===== config.mk =====
export PLATFORM = sky130hd
export DESIGN_NAME = srs_speed_ref
export DESIGN_NICKNAME = d
export VERILOG_FILES = /design/src/rtl/srs_pkg.sv /design/src/rtl/srs_speed_ref.sv
export SDC_FILE = /design/constraint.sdc
export NUM_CORES = 1
export LEC_CHECK = 0
export ABC_CLOCK_PERIOD_IN_PS = 10000
export BUFFER_PORTS_ARGS = -buffer_cell sky130_fd_sc_hd__buf_2
export CORE_ASPECT_RATIO = 0.7
export CORE_MARGIN = 2
export CORE_UTILIZATION = 44
export CTS_CLUSTER_DIAMETER = 50
export DETAILED_ROUTE_END_ITERATION = 8
export PLACE_DENSITY_LB_ADDON = 0.2
export SYNTH_ARGS = -nofsm -noshare
export SYNTH_HDL_FRONTEND = slang
export SYNTH_SLANG_ARGS = --single-unit

===== constraint.sdc =====
create_clock -name core_clk -period 10 [get_ports core_clk]
set_input_delay 2.5 -clock core_clk [delete_from_list [all_inputs] [get_ports core_clk]]
set_output_delay 2.5 -clock core_clk [all_outputs]
set_load 0.03 [all_outputs]

===== src/rtl/srs_pkg.sv =====
/*
  Shared constants of the speed reference selector: parameter numbers,
  reset values and value ranges.
  Assumes values are signed 16-bit counts where 1000 means full speed.
*/
package srs_pkg;
  // ----------------------------------------------------------------------
  // parameter numbers (index of each setting on the parameter port)
  // ----------------------------------------------------------------------
  localparam logic [4:0] PN_PRE_OFFSET_MON = 5'h01;
  localparam logic [4:0] PN_POST_OFFSET_MON = 5'h02;
  localparam logic [4:0] PN_PRE_RAMP_MON = 5'h03;
  localparam logic [4:0] PN_REF_OFFSET = 5'h04;
  localparam logic [4:0] PN_JOG_REF = 5'h05;
  localparam logic [4:0] PN_FWD_MAX = 5'h06;
  localparam logic [4:0] PN_FWD_MIN = 5'h07;
  localparam logic [4:0] PN_REV_MIN = 5'h08;
  localparam logic [4:0] PN_REV_MAX = 5'h09;
  localparam logic [4:0] PN_SIGNED_SEL = 5'h0A;
  localparam logic [4:0] PN_REF_GATE_ON = 5'h0B;
  localparam logic [4:0] PN_POL_INVERT = 5'h0C;
  localparam logic [4:0] PN_JOG_SEL = 5'h0D;
  localparam logic [4:0] PN_SRC_SEL_LOW = 5'h0E;
  localparam logic [4:0] PN_SRC_SEL_HIGH = 5'h0F;
  localparam logic [4:0] PN_START_ILK = 5'h10;
  localparam logic [4:0] PN_STORED_REF1 = 5'h11;
  localparam logic [4:0] PN_STORED_REF2 = 5'h12;
  localparam logic [4:0] PN_STORED_REF3 = 5'h13;
  localparam logic [4:0] PN_STORED_REF4 = 5'h14;

  // ----------------------------------------------------------------------
  // value ranges and reset values
  // ----------------------------------------------------------------------
  localparam logic signed [15:0] FULL_POS = 16'sh03E8;
  localparam logic signed [15:0] FULL_NEG = -16'sh03E8;
  localparam logic signed [15:0] ZERO_REF = 16'sh0000;
  localparam logic signed [15:0] RST_OFFSET = 16'sh0000;
  localparam logic signed [15:0] RST_JOG_REF = 16'sh0032;
  localparam logic signed [15:0] RST_FWD_MAX = 16'sh03E8;
  localparam logic signed [15:0] RST_FWD_MIN = 16'sh0000;
  localparam logic signed [15:0] RST_REV_MIN = 16'sh0000;
  localparam logic signed [15:0] RST_REV_MAX_4Q = -16'sh03E8;
  localparam logic signed [15:0] RST_REV_MAX_1Q = 16'sh0000;
  localparam logic signed [15:0] RST_STORED_REF1 = 16'sh0000;
  localparam logic signed [15:0] RST_STORED_REF2 = 16'sh012C;
  localparam logic signed [15:0] RST_STORED_REF3 = 16'sh0000;
  localparam logic signed [15:0] RST_STORED_REF4 = 16'sh0000;
  // start interlock window, exclusive bounds, in 0.1 % of full speed
  localparam logic signed [15:0] ILK_WINDOW_POS = 16'sh0008;
  localparam logic signed [15:0] ILK_WINDOW_NEG = -16'sh0008;
endpackage


===== src/rtl/srs_speed_ref.sv =====
/*
  Speed reference selector: four stored references, inch override, offset,
  bipolar/unipolar handling, reversal, speed limits, reference-on gate and
  zero-reference start interlock.
  Assumes one 50 MHz clock, settings written over the parameter port from
  logic on the same clock, and a ramp stage downstream of pre_ramp_ref_q.
*/
// Overview of operation
// - two selector bits pick stored reference
// - stored references span plus/minus full speed
// - references writable unless routed, path keeps running
// - order: offset, polarity mode, reverse, limits
// - post-offset is source plus signed offset, clamped to plus/minus full speed
// - bipolar keeps sign; unipolar zeroes negatives
// - reverse selector inverts reference polarity
// - inch selector substitutes inch reference
// - forward maximum clamp, 0 to 1000
// - forward minimum setting, 0 to 1000
// - reverse maximum, fixed zero one-quadrant
// - reverse minimum setting, -1000 to 0
// - minimum limits ignored in bipolar mode
// - reference-on low forces pre-ramp zero
// - run-permit loss clears; set refused without
// - programmable input drives gate when sequencing off
// - interlock blocks start outside -7..+7 window
// - external speed input routed into reference one
// - reference two 300; three/four follow inputs
// - three read-only reference monitors
// - pre-ramp output feeds the ramp stage
`timescale 1ns/10ps
module srs_speed_ref
  import srs_pkg::*;
#(
  parameter bit FOUR_QUADRANT = 1'b1
)
(
  input wire logic core_clk,
  input wire logic rst_n,
  input wire logic par_wr_en,
  input wire logic [4:0] par_wr_num,
  input wire logic [15:0] par_wr_data,
  input wire logic [4:0] par_rd_num,
  output logic [15:0] par_rd_data,
  output logic par_wr_refused,
  input wire logic run_permit_input,
  input wire logic [15:0] external_speed_input_pin,
  input wire logic [15:0] general_analog_input_three,
  input wire logic [15:0] general_analog_input_four,
  input wire logic route_ext_to_ref_one,
  input wire logic route_gp_to_ref_three,
  input wire logic route_gp_to_ref_four,
  input wire logic seq_logic_disable,
  input wire logic prog_ref_gate_on,
  output logic signed [15:0] pre_ramp_ref_q,
  output logic start_permit_q,
  output logic ref_gate_on_q
);

  // ----------------------------------------------------------------------
  // helpers
  // ----------------------------------------------------------------------
  function automatic logic signed [15:0] sat_range(input logic signed [16:0] v,
    input logic signed [15:0] lo, input logic signed [15:0] hi);
    logic signed [15:0] r;
    r = v[15:0];
    if (v > 17'(hi))
      r = hi;
    else if (v < 17'(lo))
      r = lo;
    return r;
  endfunction

  // ----------------------------------------------------------------------
  // pin synchronisers
  // ----------------------------------------------------------------------
  logic permit_m_q, permit_s_q;
  logic [15:0] ext_m_q, ext_s_q, gp3_m_q, gp3_s_q, gp4_m_q, gp4_s_q;

  always_ff @(posedge core_clk)
  begin
    permit_m_q <= run_permit_input;
    permit_s_q <= permit_m_q;
    ext_m_q <= external_speed_input_pin;
    ext_s_q <= ext_m_q;
    gp3_m_q <= general_analog_input_three;
    gp3_s_q <= gp3_m_q;
    gp4_m_q <= general_analog_input_four;
    gp4_s_q <= gp4_m_q;
  end

  // ----------------------------------------------------------------------
  // settings
  // ----------------------------------------------------------------------
  logic signed [15:0] offset_q, jog_ref_q, fwd_max_q, fwd_min_q, rev_min_q, rev_max_q;
  logic signed [15:0] stored_ref_q [4];
  logic signed_sel_q, pol_inv_q, jog_sel_q, src_lo_q, src_hi_q, start_ilk_q;
  logic signed [16:0] wr_ext;
  logic signed [15:0] wr_full;
  logic signed [15:0] rst_rev_max;

  assign wr_ext = {par_wr_data[15], par_wr_data};
  assign wr_full = sat_range(wr_ext, FULL_NEG, FULL_POS);
  assign rst_rev_max = FOUR_QUADRANT ? RST_REV_MAX_4Q : RST_REV_MAX_1Q;

  // writes land whatever the path is doing; nothing stalls for them
  always_ff @(posedge core_clk)
  begin
    if (!rst_n)
    begin
      offset_q <= RST_OFFSET;
      jog_ref_q <= RST_JOG_REF;
      fwd_max_q <= RST_FWD_MAX;
      fwd_min_q <= RST_FWD_MIN;
      rev_min_q <= RST_REV_MIN;
      rev_max_q <= rst_rev_max;
      signed_sel_q <= FOUR_QUADRANT;
      pol_inv_q <= 1'b0;
      jog_sel_q <= 1'b0;
      src_lo_q <= 1'b0;
      src_hi_q <= 1'b0;
      start_ilk_q <= 1'b0;
    end
    else if (par_wr_en)
    begin
      case (par_wr_num)
        PN_REF_OFFSET: offset_q <= wr_full;
        PN_JOG_REF: jog_ref_q <= wr_full;
        PN_FWD_MAX: fwd_max_q <= sat_range(wr_ext, ZERO_REF, FULL_POS);
        PN_FWD_MIN: fwd_min_q <= sat_range(wr_ext, ZERO_REF, FULL_POS);
        PN_REV_MIN: rev_min_q <= sat_range(wr_ext, FULL_NEG, ZERO_REF);
        PN_REV_MAX: rev_max_q <= FOUR_QUADRANT ?
          sat_range(wr_ext, FULL_NEG, ZERO_REF) : ZERO_REF;
        PN_SIGNED_SEL: signed_sel_q <= par_wr_data[0];
        PN_POL_INVERT: pol_inv_q <= par_wr_data[0];
        PN_JOG_SEL: jog_sel_q <= par_wr_data[0];
        PN_SRC_SEL_LOW: src_lo_q <= par_wr_data[0];
        PN_SRC_SEL_HIGH: src_hi_q <= par_wr_data[0];
        PN_START_ILK: start_ilk_q <= par_wr_data[0];
        default: ;
      endcase
    end
  end

  // stored references; a routed analog input overrides writes each cycle
  logic [3:0] route_en;
  logic signed [15:0] route_val [4];
  logic signed [15:0] rst_val [4];

  assign route_en = {route_gp_to_ref_four, route_gp_to_ref_three, 1'b0, route_ext_to_ref_one};
  assign route_val[0] = sat_range({ext_s_q[15], ext_s_q}, FULL_NEG, FULL_POS);
  assign route_val[1] = ZERO_REF;
  assign route_val[2] = sat_range({gp3_s_q[15], gp3_s_q}, FULL_NEG, FULL_POS);
  assign route_val[3] = sat_range({gp4_s_q[15], gp4_s_q}, FULL_NEG, FULL_POS);
  assign rst_val[0] = RST_STORED_REF1;
  assign rst_val[1] = RST_STORED_REF2;
  assign rst_val[2] = RST_STORED_REF3;
  assign rst_val[3] = RST_STORED_REF4;

  for (genvar i = 0; i < 4; i++)
  begin : g_ref
    always_ff @(posedge core_clk)
    begin
      if (!rst_n)
        stored_ref_q[i] <= rst_val[i];
      else if (route_en[i])
        stored_ref_q[i] <= route_val[i];
      else if (par_wr_en && par_wr_num == PN_STORED_REF1 + 5'(i))
        stored_ref_q[i] <= wr_full;
    end
  end

  // ----------------------------------------------------------------------
  // reference-on gate
  // ----------------------------------------------------------------------
  logic gate_wr;
  assign gate_wr = par_wr_en && par_wr_num == PN_REF_GATE_ON;
  // a set attempt without run permit is reported, not stored
  assign par_wr_refused = gate_wr && par_wr_data[0] && !permit_s_q;

  always_ff @(posedge core_clk)
  begin
    if (!rst_n)
      ref_gate_on_q <= 1'b0;
    else if (!permit_s_q)
      ref_gate_on_q <= 1'b0;
    else if (seq_logic_disable)
      ref_gate_on_q <= prog_ref_gate_on;
    else if (gate_wr)
      ref_gate_on_q <= par_wr_data[0];
  end

  // ----------------------------------------------------------------------
  // reference path
  // ----------------------------------------------------------------------
  logic signed [15:0] src_ref, post_off, polar, inverted, limited;
  logic signed [15:0] pre_offset_q, post_offset_q;

  always_comb
  begin
    // source, offset, polarity mode, reversal, limits
    src_ref = stored_ref_q[{src_hi_q, src_lo_q}];
    if (jog_sel_q)
      src_ref = jog_ref_q;
    post_off = sat_range(17'(src_ref) + 17'(offset_q), FULL_NEG, FULL_POS);
    polar = (!signed_sel_q && post_off < 0) ? ZERO_REF : post_off;
    inverted = pol_inv_q ? -polar : polar;
    limited = inverted;
    if (inverted > 0)
    begin
      if (!signed_sel_q && inverted < fwd_min_q)
        limited = fwd_min_q;
      if (limited > fwd_max_q)
        limited = fwd_max_q;
    end
    else if (inverted < 0)
    begin
      if (!signed_sel_q && inverted > rev_min_q)
        limited = rev_min_q;
      if (limited < rev_max_q)
        limited = rev_max_q;
    end
  end

  // every stage follows the settings one edge later
  always_ff @(posedge core_clk)
  begin
    if (!rst_n)
    begin
      pre_offset_q <= ZERO_REF;
      post_offset_q <= ZERO_REF;
      pre_ramp_ref_q <= ZERO_REF;
    end
    else
    begin
      pre_offset_q <= src_ref;
      post_offset_q <= post_off;
      pre_ramp_ref_q <= ref_gate_on_q ? limited : ZERO_REF;
    end
  end

  // interlock judged on the registered pre-offset monitor
  always_ff @(posedge core_clk)
  begin
    if (!rst_n)
      start_permit_q <= 1'b1;
    else
      start_permit_q <= !start_ilk_q ||
        (pre_offset_q > ILK_WINDOW_NEG && pre_offset_q < ILK_WINDOW_POS);
  end

  // ----------------------------------------------------------------------
  // parameter read-back
  // ----------------------------------------------------------------------
  always_comb
  begin
    case (par_rd_num)
      PN_PRE_OFFSET_MON: par_rd_data = pre_offset_q;
      PN_POST_OFFSET_MON: par_rd_data = post_offset_q;
      PN_PRE_RAMP_MON: par_rd_data = pre_ramp_ref_q;
      PN_REF_OFFSET: par_rd_data = offset_q;
      PN_JOG_REF: par_rd_data = jog_ref_q;
      PN_FWD_MAX: par_rd_data = fwd_max_q;
      PN_FWD_MIN: par_rd_data = fwd_min_q;
      PN_REV_MIN: par_rd_data = rev_min_q;
      PN_REV_MAX: par_rd_data = rev_max_q;
      PN_SIGNED_SEL: par_rd_data = {15'h0000, signed_sel_q};
      PN_REF_GATE_ON: par_rd_data = {15'h0000, ref_gate_on_q};
      PN_POL_INVERT: par_rd_data = {15'h0000, pol_inv_q};
      PN_JOG_SEL: par_rd_data = {15'h0000, jog_sel_q};
      PN_SRC_SEL_LOW: par_rd_data = {15'h0000, src_lo_q};
      PN_SRC_SEL_HIGH: par_rd_data = {15'h0000, src_hi_q};
      PN_START_ILK: par_rd_data = {15'h0000, start_ilk_q};
      PN_STORED_REF1: par_rd_data = stored_ref_q[0];
      PN_STORED_REF2: par_rd_data = stored_ref_q[1];
      PN_STORED_REF3: par_rd_data = stored_ref_q[2];
      PN_STORED_REF4: par_rd_data = stored_ref_q[3];
      default: par_rd_data = 16'h0000;
    endcase
  end
endmodule


* Word-level counts from Yosys, hierarchy flattened *
Memory sizes are Yosys's and may differ from the RTL's.
Index checks and enable logic that the tools add are counted.
W data, S select, Z words.

operators by class
  multipliers = 0
  shifts and indexed selects = 0
  bitwise logic cells = 7
  $add $sub $neg = 2
  div/mod/pow operators = 0
  reductions and logical operators = 30
  multiplexer cells = 60
  eq/ne operators = 37
  $lt $le $gt $ge = 21

operator list
  cell                    number
  $mux W16                32
  $pmux W16 S20           1
  $eq A5 B4 Y1 const B    16
  $gt A16 B11 Y1 const B  4
  $lt A16 B11 Y1 const B  4
  $eq A5 B5 Y1 const B    10
  $lt A16 B1 Y1 const B   3
  $eq A5 B3 Y1 const B    8
  $gt A16 B1 Y1 const B   2
  $gt A16 B16 Y1          2
  $lt A16 B16 Y1          2
  $reduce_and A2 Y1       14
  $mux W1                 27
  $add A16 B16 Y17        1
  $gt A17 B11 Y1 const B  1
  $lt A17 B11 Y1 const B  1
  $gt A16 B4 Y1 const B   1
  $lt A16 B5 Y1 const B   1
  $neg A16 Y16            1
  $logic_and A1 B1 Y1     11
  $eq A5 B2 Y1 const B    2
  $or A1 B1 Y1            7
  $eq A5 B1 Y1 const B    1
  $logic_not A1 Y1        3
  2 further kinds         2

storage, ports and cells
  bits in latches = 0
  input bits = 83
  memory bits (read-only) = 0
  memories = 1
  logic and storage cells = 183
  output and inout port bits = 35
  bits in registers = 250
  memory bits (writable) = 64

memories
  memory        depth  width  read ports  clocked after Yosys merged registers in  write ports  RTL line             text
  stored_ref_q  4      16     5           0                                        4            srs_speed_ref.sv:95  logic signed [15:0] stored_ref_q [4];

* Depth between registers and ports, before layout *
Gate-level depths: netlist of the first run.
An unclocked memory read counts as a cell.

  depth after elaboration = 20
  gate-level depth with buffers = 45
  gate-level depth less buffers = 40

* Worst setup path before layout of the first run *
OpenSTA, ideal clock, no wires.

  path type = register to register
  start point = reg src_lo_q
  end point = reg pre_ramp_ref_q[10]
  buffers on the path = 5
  arrival = 9.881 ns
  stages on the path, launching flop included = 45
  library setup time = 0.135 ns
  required time = 9.865 ns
  clock period less this slack = 10.016 ns
  setup slack = -0.016 ns
  path through = dfxtp_1 -> clkbuf_1 -> clkbuf_1 -> mux4_2 -> mux2_2 -> ha_1 -> fa_1 -> a211oi_1 -> nor2_1 -> xor2_1 -> o2111ai_1 -> or4_1 -> and4_1 -> buf_6 -> a22o_4 -> nand2_1 -> ha_1 -> and3_1 -> (+9 left out) -> o21ai_2 -> buf_2 -> mux2_2 -> ha_1 -> nor2b_1 -> o21a_1 -> o21ai_0 -> nand2b_1 -> a21oi_1 -> nor2b_1 -> o21ai_0 -> a211oi_1 -> o221ai_1 -> a21oi_1 -> o311a_1 -> buf_2 -> mux2i_1 -> o22ai_1

on the way
  cells in the longest elaborated chain, start to end = 20
  elaborated cells on any way between the ends = 29
  those cells by class = add/sub: 2; order compare: 9; mux: 14; reduce/logical: 3; memory: 1

ends and longest elaborated chain
  what                      RTL line              text
  start: declaration        srs_speed_ref.sv:96   logic signed_sel_q, pol_inv_q, jog_sel_q, src_lo_q, src_hi_q, start_ilk_q;
  start signal: assignment  srs_speed_ref.sv:136  PN_SRC_SEL_LOW: src_lo_q <= par_wr_data[0];
  $mem_v2 Z4 W16 *          -
  $mux W16 *                srs_speed_ref.sv:202  if (jog_sel_q)
  net src_ref[0]            srs_speed_ref.sv:195  logic signed [15:0] src_ref, post_off, polar, inverted, limited;
  $add A16 B16 Y17 *        srs_speed_ref.sv:204  post_off = sat_range(17'(src_ref) + 17'(offset_q), FULL_NEG, FULL_POS);
  $lt A17 B11 Y1            srs_speed_ref.sv:68   else if (v < 17'(lo))
  $mux W16                  srs_speed_ref.sv:68
  $mux W16 *                srs_speed_ref.sv:66   if (v > 17'(hi))
  $lt A16 B1 Y1             srs_speed_ref.sv:205  polar = (!signed_sel_q && post_off < 0) ? ZERO_REF : post_off;
  (+5 left out)             -
  $logic_and A1 B1 Y1       srs_speed_ref.sv:217  if (!signed_sel_q && inverted > rev_min_q)
  $mux W16                  srs_speed_ref.sv:217
  $mux W16                  srs_speed_ref.sv:215  else if (inverted < 0)
  $mux W16                  srs_speed_ref.sv:208  if (inverted > 0)
  $lt A16 B16 Y1            srs_speed_ref.sv:219  if (limited < rev_max_q)
  $mux W16                  srs_speed_ref.sv:219
  $mux W16                  srs_speed_ref.sv:215
  $mux W16 *                srs_speed_ref.sv:208
  end signal: assignment    srs_speed_ref.sv:237  pre_ramp_ref_q <= ref_gate_on_q ? limited : ZERO_REF;
  end: declaration          srs_speed_ref.sv:54   output logic signed [15:0] pre_ramp_ref_q,

The timed path passes the listed nets; every way through them passes the cells marked *. The select of a mux whose other input is x is not followed.
A chain may end at the register's enable or synchronous reset.

* Final worst setup path of the first run *
  start point = reg src_hi_q
  end point = reg pre_ramp_ref_q[6]

on the way
  cells in the longest elaborated chain, start to end = 20
  elaborated cells on any way between the ends = 29
  those cells by class = add/sub: 2; order compare: 9; mux: 14; reduce/logical: 3; memory: 1

ends and longest elaborated chain
  what                      RTL line              text
  start: declaration        srs_speed_ref.sv:96
  start signal: assignment  srs_speed_ref.sv:137  PN_SRC_SEL_HIGH: src_hi_q <= par_wr_data[0];
  $mem_v2 Z4 W16 *          -
  $mux W16 *                srs_speed_ref.sv:202
  net src_ref[4]            srs_speed_ref.sv:195
  $add A16 B16 Y17 *        srs_speed_ref.sv:204
  $lt A17 B11 Y1            srs_speed_ref.sv:68
  $mux W16                  srs_speed_ref.sv:68
  $mux W16 *                srs_speed_ref.sv:66
  $lt A16 B1 Y1             srs_speed_ref.sv:205
  (+5 left out)             -
  $logic_and A1 B1 Y1       srs_speed_ref.sv:217
  $mux W16                  srs_speed_ref.sv:217
  $mux W16                  srs_speed_ref.sv:215
  $mux W16                  srs_speed_ref.sv:208
  $lt A16 B16 Y1            srs_speed_ref.sv:219
  $mux W16                  srs_speed_ref.sv:219
  $mux W16                  srs_speed_ref.sv:215
  $mux W16 *                srs_speed_ref.sv:208

Marked as above.

==> summary.txt, run 1 <==
Timing
  • Setup violators final: 0
  • Tmin final: 9.54 ns
  • Slew headroom: 0.114
  • Hold Slack: 0.307 ns
  • Fin crit share: 0.954
  • Clock skew: 0.0352 ns
  • Highest Clock Rate: 0.105 GHz
  • Final slew viol count: 0
  • Slew of the pin with the lowest slew margin: 1.33 ns
  • Final setup TNS: 0 ns
  • Fin. Hold Viols: 0

Synth
  • Number of synthesized register bits: 312
  • Yosys warns: 0
  • Synth unique cells: 82
  • Cell area after synthesis: 16200 sq um
  • Number of enable flip-flop cells after synthesis: 64
  • Mapped Cells: ~1700
  • Register area share after synthesis: 0.426
  • Net count after synthesis: 1892
  • Ys async rst share: 0
  • Ys flop type: dfxtp_1
  • Post-synthesis area per instance: 9.35 sq um

Floorplanning
  • Core area: 36100 sq um
  • Die height: 164 um
  • I/O Pins: 118
  • DIE AREA: 38300 sq um
  • Site row count: 58
  • Initial core utilization: 0.448
  • Die span in x: about 230 um

Clocking
  • Later-pin clock latency in the skew report: 0.56 ns
  • Root buffer cell: clkbuf_16
  • Post-CTS Hold Buffers: 0
  • CTS Buf Count: 36
  • Clk slew on worst S/H paths: 0.06 ns
  • CTS Sinks: 312
  • CTS HTree Levels: 2
  • CTS max path bufs: 3
  • CTS tree: yes

Worst setup path
  • Critical path class: reg2reg
  • Setup crit end kind: flop
  • Worst-path fanout max: 17
  • Slowest stage cell, crit path: a211o_1
  • Max incr delay on CP: 0.57 ns
  • Worst EP required: 10.36 ns
  • Worst Path Arrival: 9.90 ns
  • Type of origin of the critical path: flop

Global routing
  • Gr usage total: 0.328
  • GRT overflow: 0
  • Pin count of the biggest net entering global routing: slightly below 100
  • Initial antenna violation count: 1
  • First-pass GRT wire length: 90900 um
  • Vias in the first global route: around 13000

Routing
  • Number of DRC markers in iteration 0: 2087
  • Detailed Route WL: around 64000 um
  • Wirelength per Cell: around 27 um
  • Post-DRT Antenna Nets: 0
  • DRC viols: 0
  • Vias: 14802
  • Drt pass-1 iters: 9
  • Vias per cell: 6.31

Cells and area
  • Post-route cell area: 18700 sq um
  • Number of fill cells: 3315
  • Layout cells sized above 1: 0.174
  • Area of the multi-input gates: 8680 sq um
  • Fin util: 0.517
  • Net count, final: 2002
  • Biggest register: stored_ref_q
  • Reg area: 6890 sq um
  • Max FFs per register: 64
  • Post-synthesis to final-layout area growth: 15.5%

Place
  • Placed Area: 17300 sq um
  • Port-buffer cells: 117
  • Gp weighted congestion: 1.06
  • Detailed placement HPWL: 50000 um

Min path
  • Worst hold path class: reg2reg

Outcome
  • Status: finished clean

Power and ir drop
  • Overall power: 3.11 mW
  • Worst IR Drop VDD: roughly 160 uV
  • PD cells: roughly 170 nW/um^2
  • P_leak: between 7 and 8 nW

Flow run
  • Max_cap viols: 0
[cells in the final DEF (no fill, tap or decap), types with 22 or more instances in the layout]
cell       count
dfxtp_1      247
nand2_1      176
buf_2        116
nor2_1       111
o21ai_0      101
inv_1         79
ha_1          75
edfxtp_1      64
nand3_1       63
and2_1        62
a21oi_1       60
buf_4         47
o22ai_1       39
clkbuf_16     39
a221oi_1      38
mux2_2        37
mux2i_1       32
a22o_1        31
nor3_1        26
and3_1        26
nand2b_1      24
a21boi_0      22
[kinds of logic (layout without fill, tap and decap cells)]
group / Yosys count / in the layout / synth area share
adder cells (fa/ha/maj): 82 / 82 / 0.0640
multiplexers: 87 / 87 / 0.0703
AO/OA/AOI/OAI: 482 / 482 / 0.214
buffers and inverters: 172 / 310 / 0.0426
flip-flops: 312 / 312 / 0.426
XOR/XNOR: 13 / 13 / 0.00705
other: 0 / 1 / 0
AND/OR/NAND/NOR: 579 / 579 / 0.176
[per-layer routing]
| metal | part of all wire | GRT usage | up-vias |
|---|---|---|---|
| met5 | 0 | 0 | - |
| met4 | 0.040 | 0.128 | 0 |
| met3 | 0.11 | 0.0722 | 133 |
| met2 | 0.39 | 0.446 | 937 |
| met1 | 0.45 | 0.497 | 7081 |
| li1 | - | - | 6651 |
[final cells by class]
cell class / count / area share
tap: 480 / 0.0322
clock buffer: 47 / 0.0566
sequential: 312 / 0.369
inverter: 79 / 0.0159
multi-input combinational: 1243 / 0.465
timing repair buffer: 165 / 0.0517
clock inverter: 19 / 0.00905
antenna: 1 / 0.000134
[cells in the mapped netlist (17+ instances only)]
cell type,n,area [sq um]
and3_1,26,163
nor2_1,111,417
edfxtp_1,64,1920
dfxtp_1,248,4960
o22ai_1,39,244
mux2i_1,32,320
nand2_1,176,661
o211ai_1,21,158
clkbuf_1,77,289
a21oi_1,61,305
inv_1,79,297
nand4_1,21,131
nand3_1,63,315
mux4_2,17,383
o21ai_0,111,556
ha_1,81,1010
nand2b_1,24,150
nor2b_1,20,125
a22o_1,31,272
and2_1,62,388
nor3_1,28,140
a221oi_1,38,333
mux2_2,37,417
a21boi_0,22,165
[power by group]
group | leakage, nW | internal, mW | total, mW | switching (mW)
clock network | 0.605 | 0.763 | 1.32 | 0.560
logic | 4.30 | 0.152 | 0.403 | 0.251
registers | 2.73 | 1.34 | 1.38 | 0.0447
total | 7.64 | 2.25 | 3.11 | 0.856
[per-stage QoR]
stage | instances | setup slack, ns
detailed placement | 2276 | 0.116
finish | 2346 | 0.463
CTS | 2342 | 0.133
floorplan | 1727 | 0.145
global placement | 2276 | 0.124
global route | 2345 | -0.00586
[worst max-delay path: cells and delay by family (launching register included)]
kind	cells	cell delay [ns]
adder cells (fa/ha/maj)	4	1.22
XOR/XNOR	1	0.25
AO/OA/AOI/OAI	19	4.42
buffers and inverters	1	0.18
AND/OR/NAND/NOR	7	1.08
multiplexers	4	1.65
flip-flops	1	0.52
[what timing repair did]
item / CTS / global route
resized for setup: 1 / 25
endpoints found under the setup margin: 1 / 16
hold endpoints to repair: 0 / 0
pin swaps: 0 / 6
buffers inserted: 0 / 3
[path summary, 6_finish.rpt]
check / to / cells after the start / from / slack (ns)
hold / removal: ext_s_q[0] / 0 / ext_m_q[0] / 0.31
hold reg to reg: ext_s_q[0] / 0 / ext_m_q[0] / 0.31
setup / recovery: pre_ramp_ref_q[6] / 36 / src_hi_q / 0.46
setup reg to reg: pre_ramp_ref_q[6] / 36 / src_hi_q / 0.46
Note: power is estimated with default switching activity, not from simulation.
==> run 2: changes to the inputs <==
--- a/config.mk
+++ b/config.mk
@@ -12,7 +12,6 @@
 export CORE_UTILIZATION = 44
 export CTS_CLUSTER_DIAMETER = 50
 export DETAILED_ROUTE_END_ITERATION = 8
-export PLACE_DENSITY_LB_ADDON = 0.2
 export SYNTH_ARGS = -nofsm -noshare
 export SYNTH_HDL_FRONTEND = slang
 export SYNTH_SLANG_ARGS = --single-unit
==> summary.txt, run 2 (synthesis results as in run 1) <==
Timing
  • Hold Slack: around 0.32 ns
  • Final setup margin: 0.481 ns
  • Slew headroom: 0.212
  • Slew of the pin with the lowest slew margin: 1.18 ns
  • Final setup TNS: 0 ns
  • Tmin final: 9.52 ns
  • Highest Clock Rate: between 0.1 and 0.15 GHz
  • Fin crit share: 0.952
  • Fin. Hold Viols: 0
  • Clock skew: roughly 0.03 ns
  • Setup violators final: 0
  • Final slew viol count: 0
  • RSZ-0062 raised after global routing: false

Place
  • Gp weighted congestion: 1.02
  • Placed Cells incl. Taps: ~2300
  • Placed Area: 17300 sq um
  • Detailed placement HPWL: 50400 um
  • Port-buffer cells: between 100 and 150
  • DP Worst Slack: 0.249 ns

Routing
  • Vias per cell: 6.32
  • DR top layer: met5
  • Vias: about 15000
  • Number of DRC markers in iteration 0: 2046
  • Wirelength per Cell: 27.6 um
  • DRC viols: 0
  • Met2 WL: 25700 um
  • WL met3: 7710 um
  • Post-DRT Antenna Nets: 0
  • Metal-1 WL: just under 30000 um
  • Drt pass-1 iters: 7
  • Detailed Route WL: 64700 um

Global routing
  • First-pass GRT wire length: 92300 um
  • Gr usage total: 0.335
  • Pin count of the biggest net entering global routing: 79
  • Vias in the first global route: 13385
  • GRT overflow: 0
  • Initial antenna violation count: 1

Cells and area
  • Non-filler instance count after layout: 2344
  • Max FFs per register: 64
  • Net count, final: approximately 2000
  • Layout cells sized above 1: 0.167
  • Post-synthesis to final-layout area growth: 15.4%
  • Biggest register: stored_ref_q
  • Post-route cell area: 18600 sq um
  • Commonest non-fill, non-tap cell in the layout: dfxtp_1
  • Most frequent cells in the layout: dfxtp_1, nand2_1, buf_2
  • Antenna diode count: 0
  • Fin util: 0.517

Worst setup path
  • Slowest stage cell, crit path: a222oi_1
  • Flop-to-flop setup slack: 0.48 ns
  • Type of origin of the critical path: flop
  • Setup crit end kind: flop
  • Cell mode on critical path: o21ai_0
  • Worst-path fanout max: 18
  • Worst Path Arrival: 9.91 ns
  • Worst EP required: 10.39 ns
  • Critical path class: reg2reg
  • Max incr delay on CP: 0.62 ns

Power and ir drop
  • P_leak: approximately 7.7 nW
  • Worst IR Drop VDD: ~180 uV
  • PD cells: 170 nW/um^2
  • Overall power: 3.18 mW

Clocking
  • Post-CTS Hold Buffers: 0
  • Root buffer cell: clkbuf_16
  • Later-pin clock latency in the skew report: 0.55 ns
  • CTS tree: yes
  • CTS HTree Levels: 2
  • CTS Sinks: 312
  • CTS max path bufs: 3
  • CTS Buf Count: 35
  • Clk slew on worst S/H paths: roughly 0.06 ns

Min path
  • Worst hold path class: reg2reg

Outcome
  • Status: finished clean

Floorplanning
  • Die span in x: 233 um
  • Initial core utilization: 0.448
  • Site row count: 58
  • I/O Pins: 118
  • DIE AREA: 38300 sq um
  • Die height: 164 um
  • Core area: 36100 sq um

Flow run
  • Max_cap viols: 0
-- run 2: cell count changes in the layout (fill, tap and decap cells not counted), sizes merged --
cell    change
clkbuf      -7
clkinv      -3
buf         +1
inv         +3
bufinv      +5
diode       -1
-- run 2: layout make-up --
class	count	area [sq um]
multi-input combinational	1243	8640
tap	480	601
sequential	312	6890
timing repair buffer	166	960
clock buffer	40	947
inverter	79	297
fill	3364	17400
clock inverter	24	314
-- run 2: path summary, 6_finish.rpt --
path / endpoint / start / cells past startpoint
worst max-delay path: pre_ramp_ref_q[12] / src_hi_q / 39
worst min-delay path: gp4_s_q[5] / gp4_m_q[5] / 0
worst max register to register: pre_ramp_ref_q[12] / src_hi_q / 39
worst min register to register: gp4_s_q[5] / gp4_m_q[5] / 0
-- run 2: repair_timing --
item,CTS,global route
gates resized for setup,0,10
endpoints found under the setup margin,0,16
setup buffers,0,5
-- run 2: report_power, final --
part	internal [mW]	switching (mW)
registers	1.34	0.0452
clock network	0.828	0.563
logic	0.150	0.253
-- run 2: worst max-delay path, delay by kind of cell, from the launching register on --
family	cells	cell delay, ns
compound gates	22	4.18
fa+ha+maj	3	0.97
buf+inv	4	1.05
flops	1	0.51
mux	5	1.65
simple gates	5	0.96
-- run 2: per-layer routing --
| layer | vias to the layer above | global-route usage |
|---|---|---|
| met4 | 2 | 0.107 |
| met5 | - | 0 |
| met3 | 143 | 0.0870 |
| met2 | 943 | 0.464 |
| li1 | 6663 | - |
| met1 | 7071 | 0.500 |
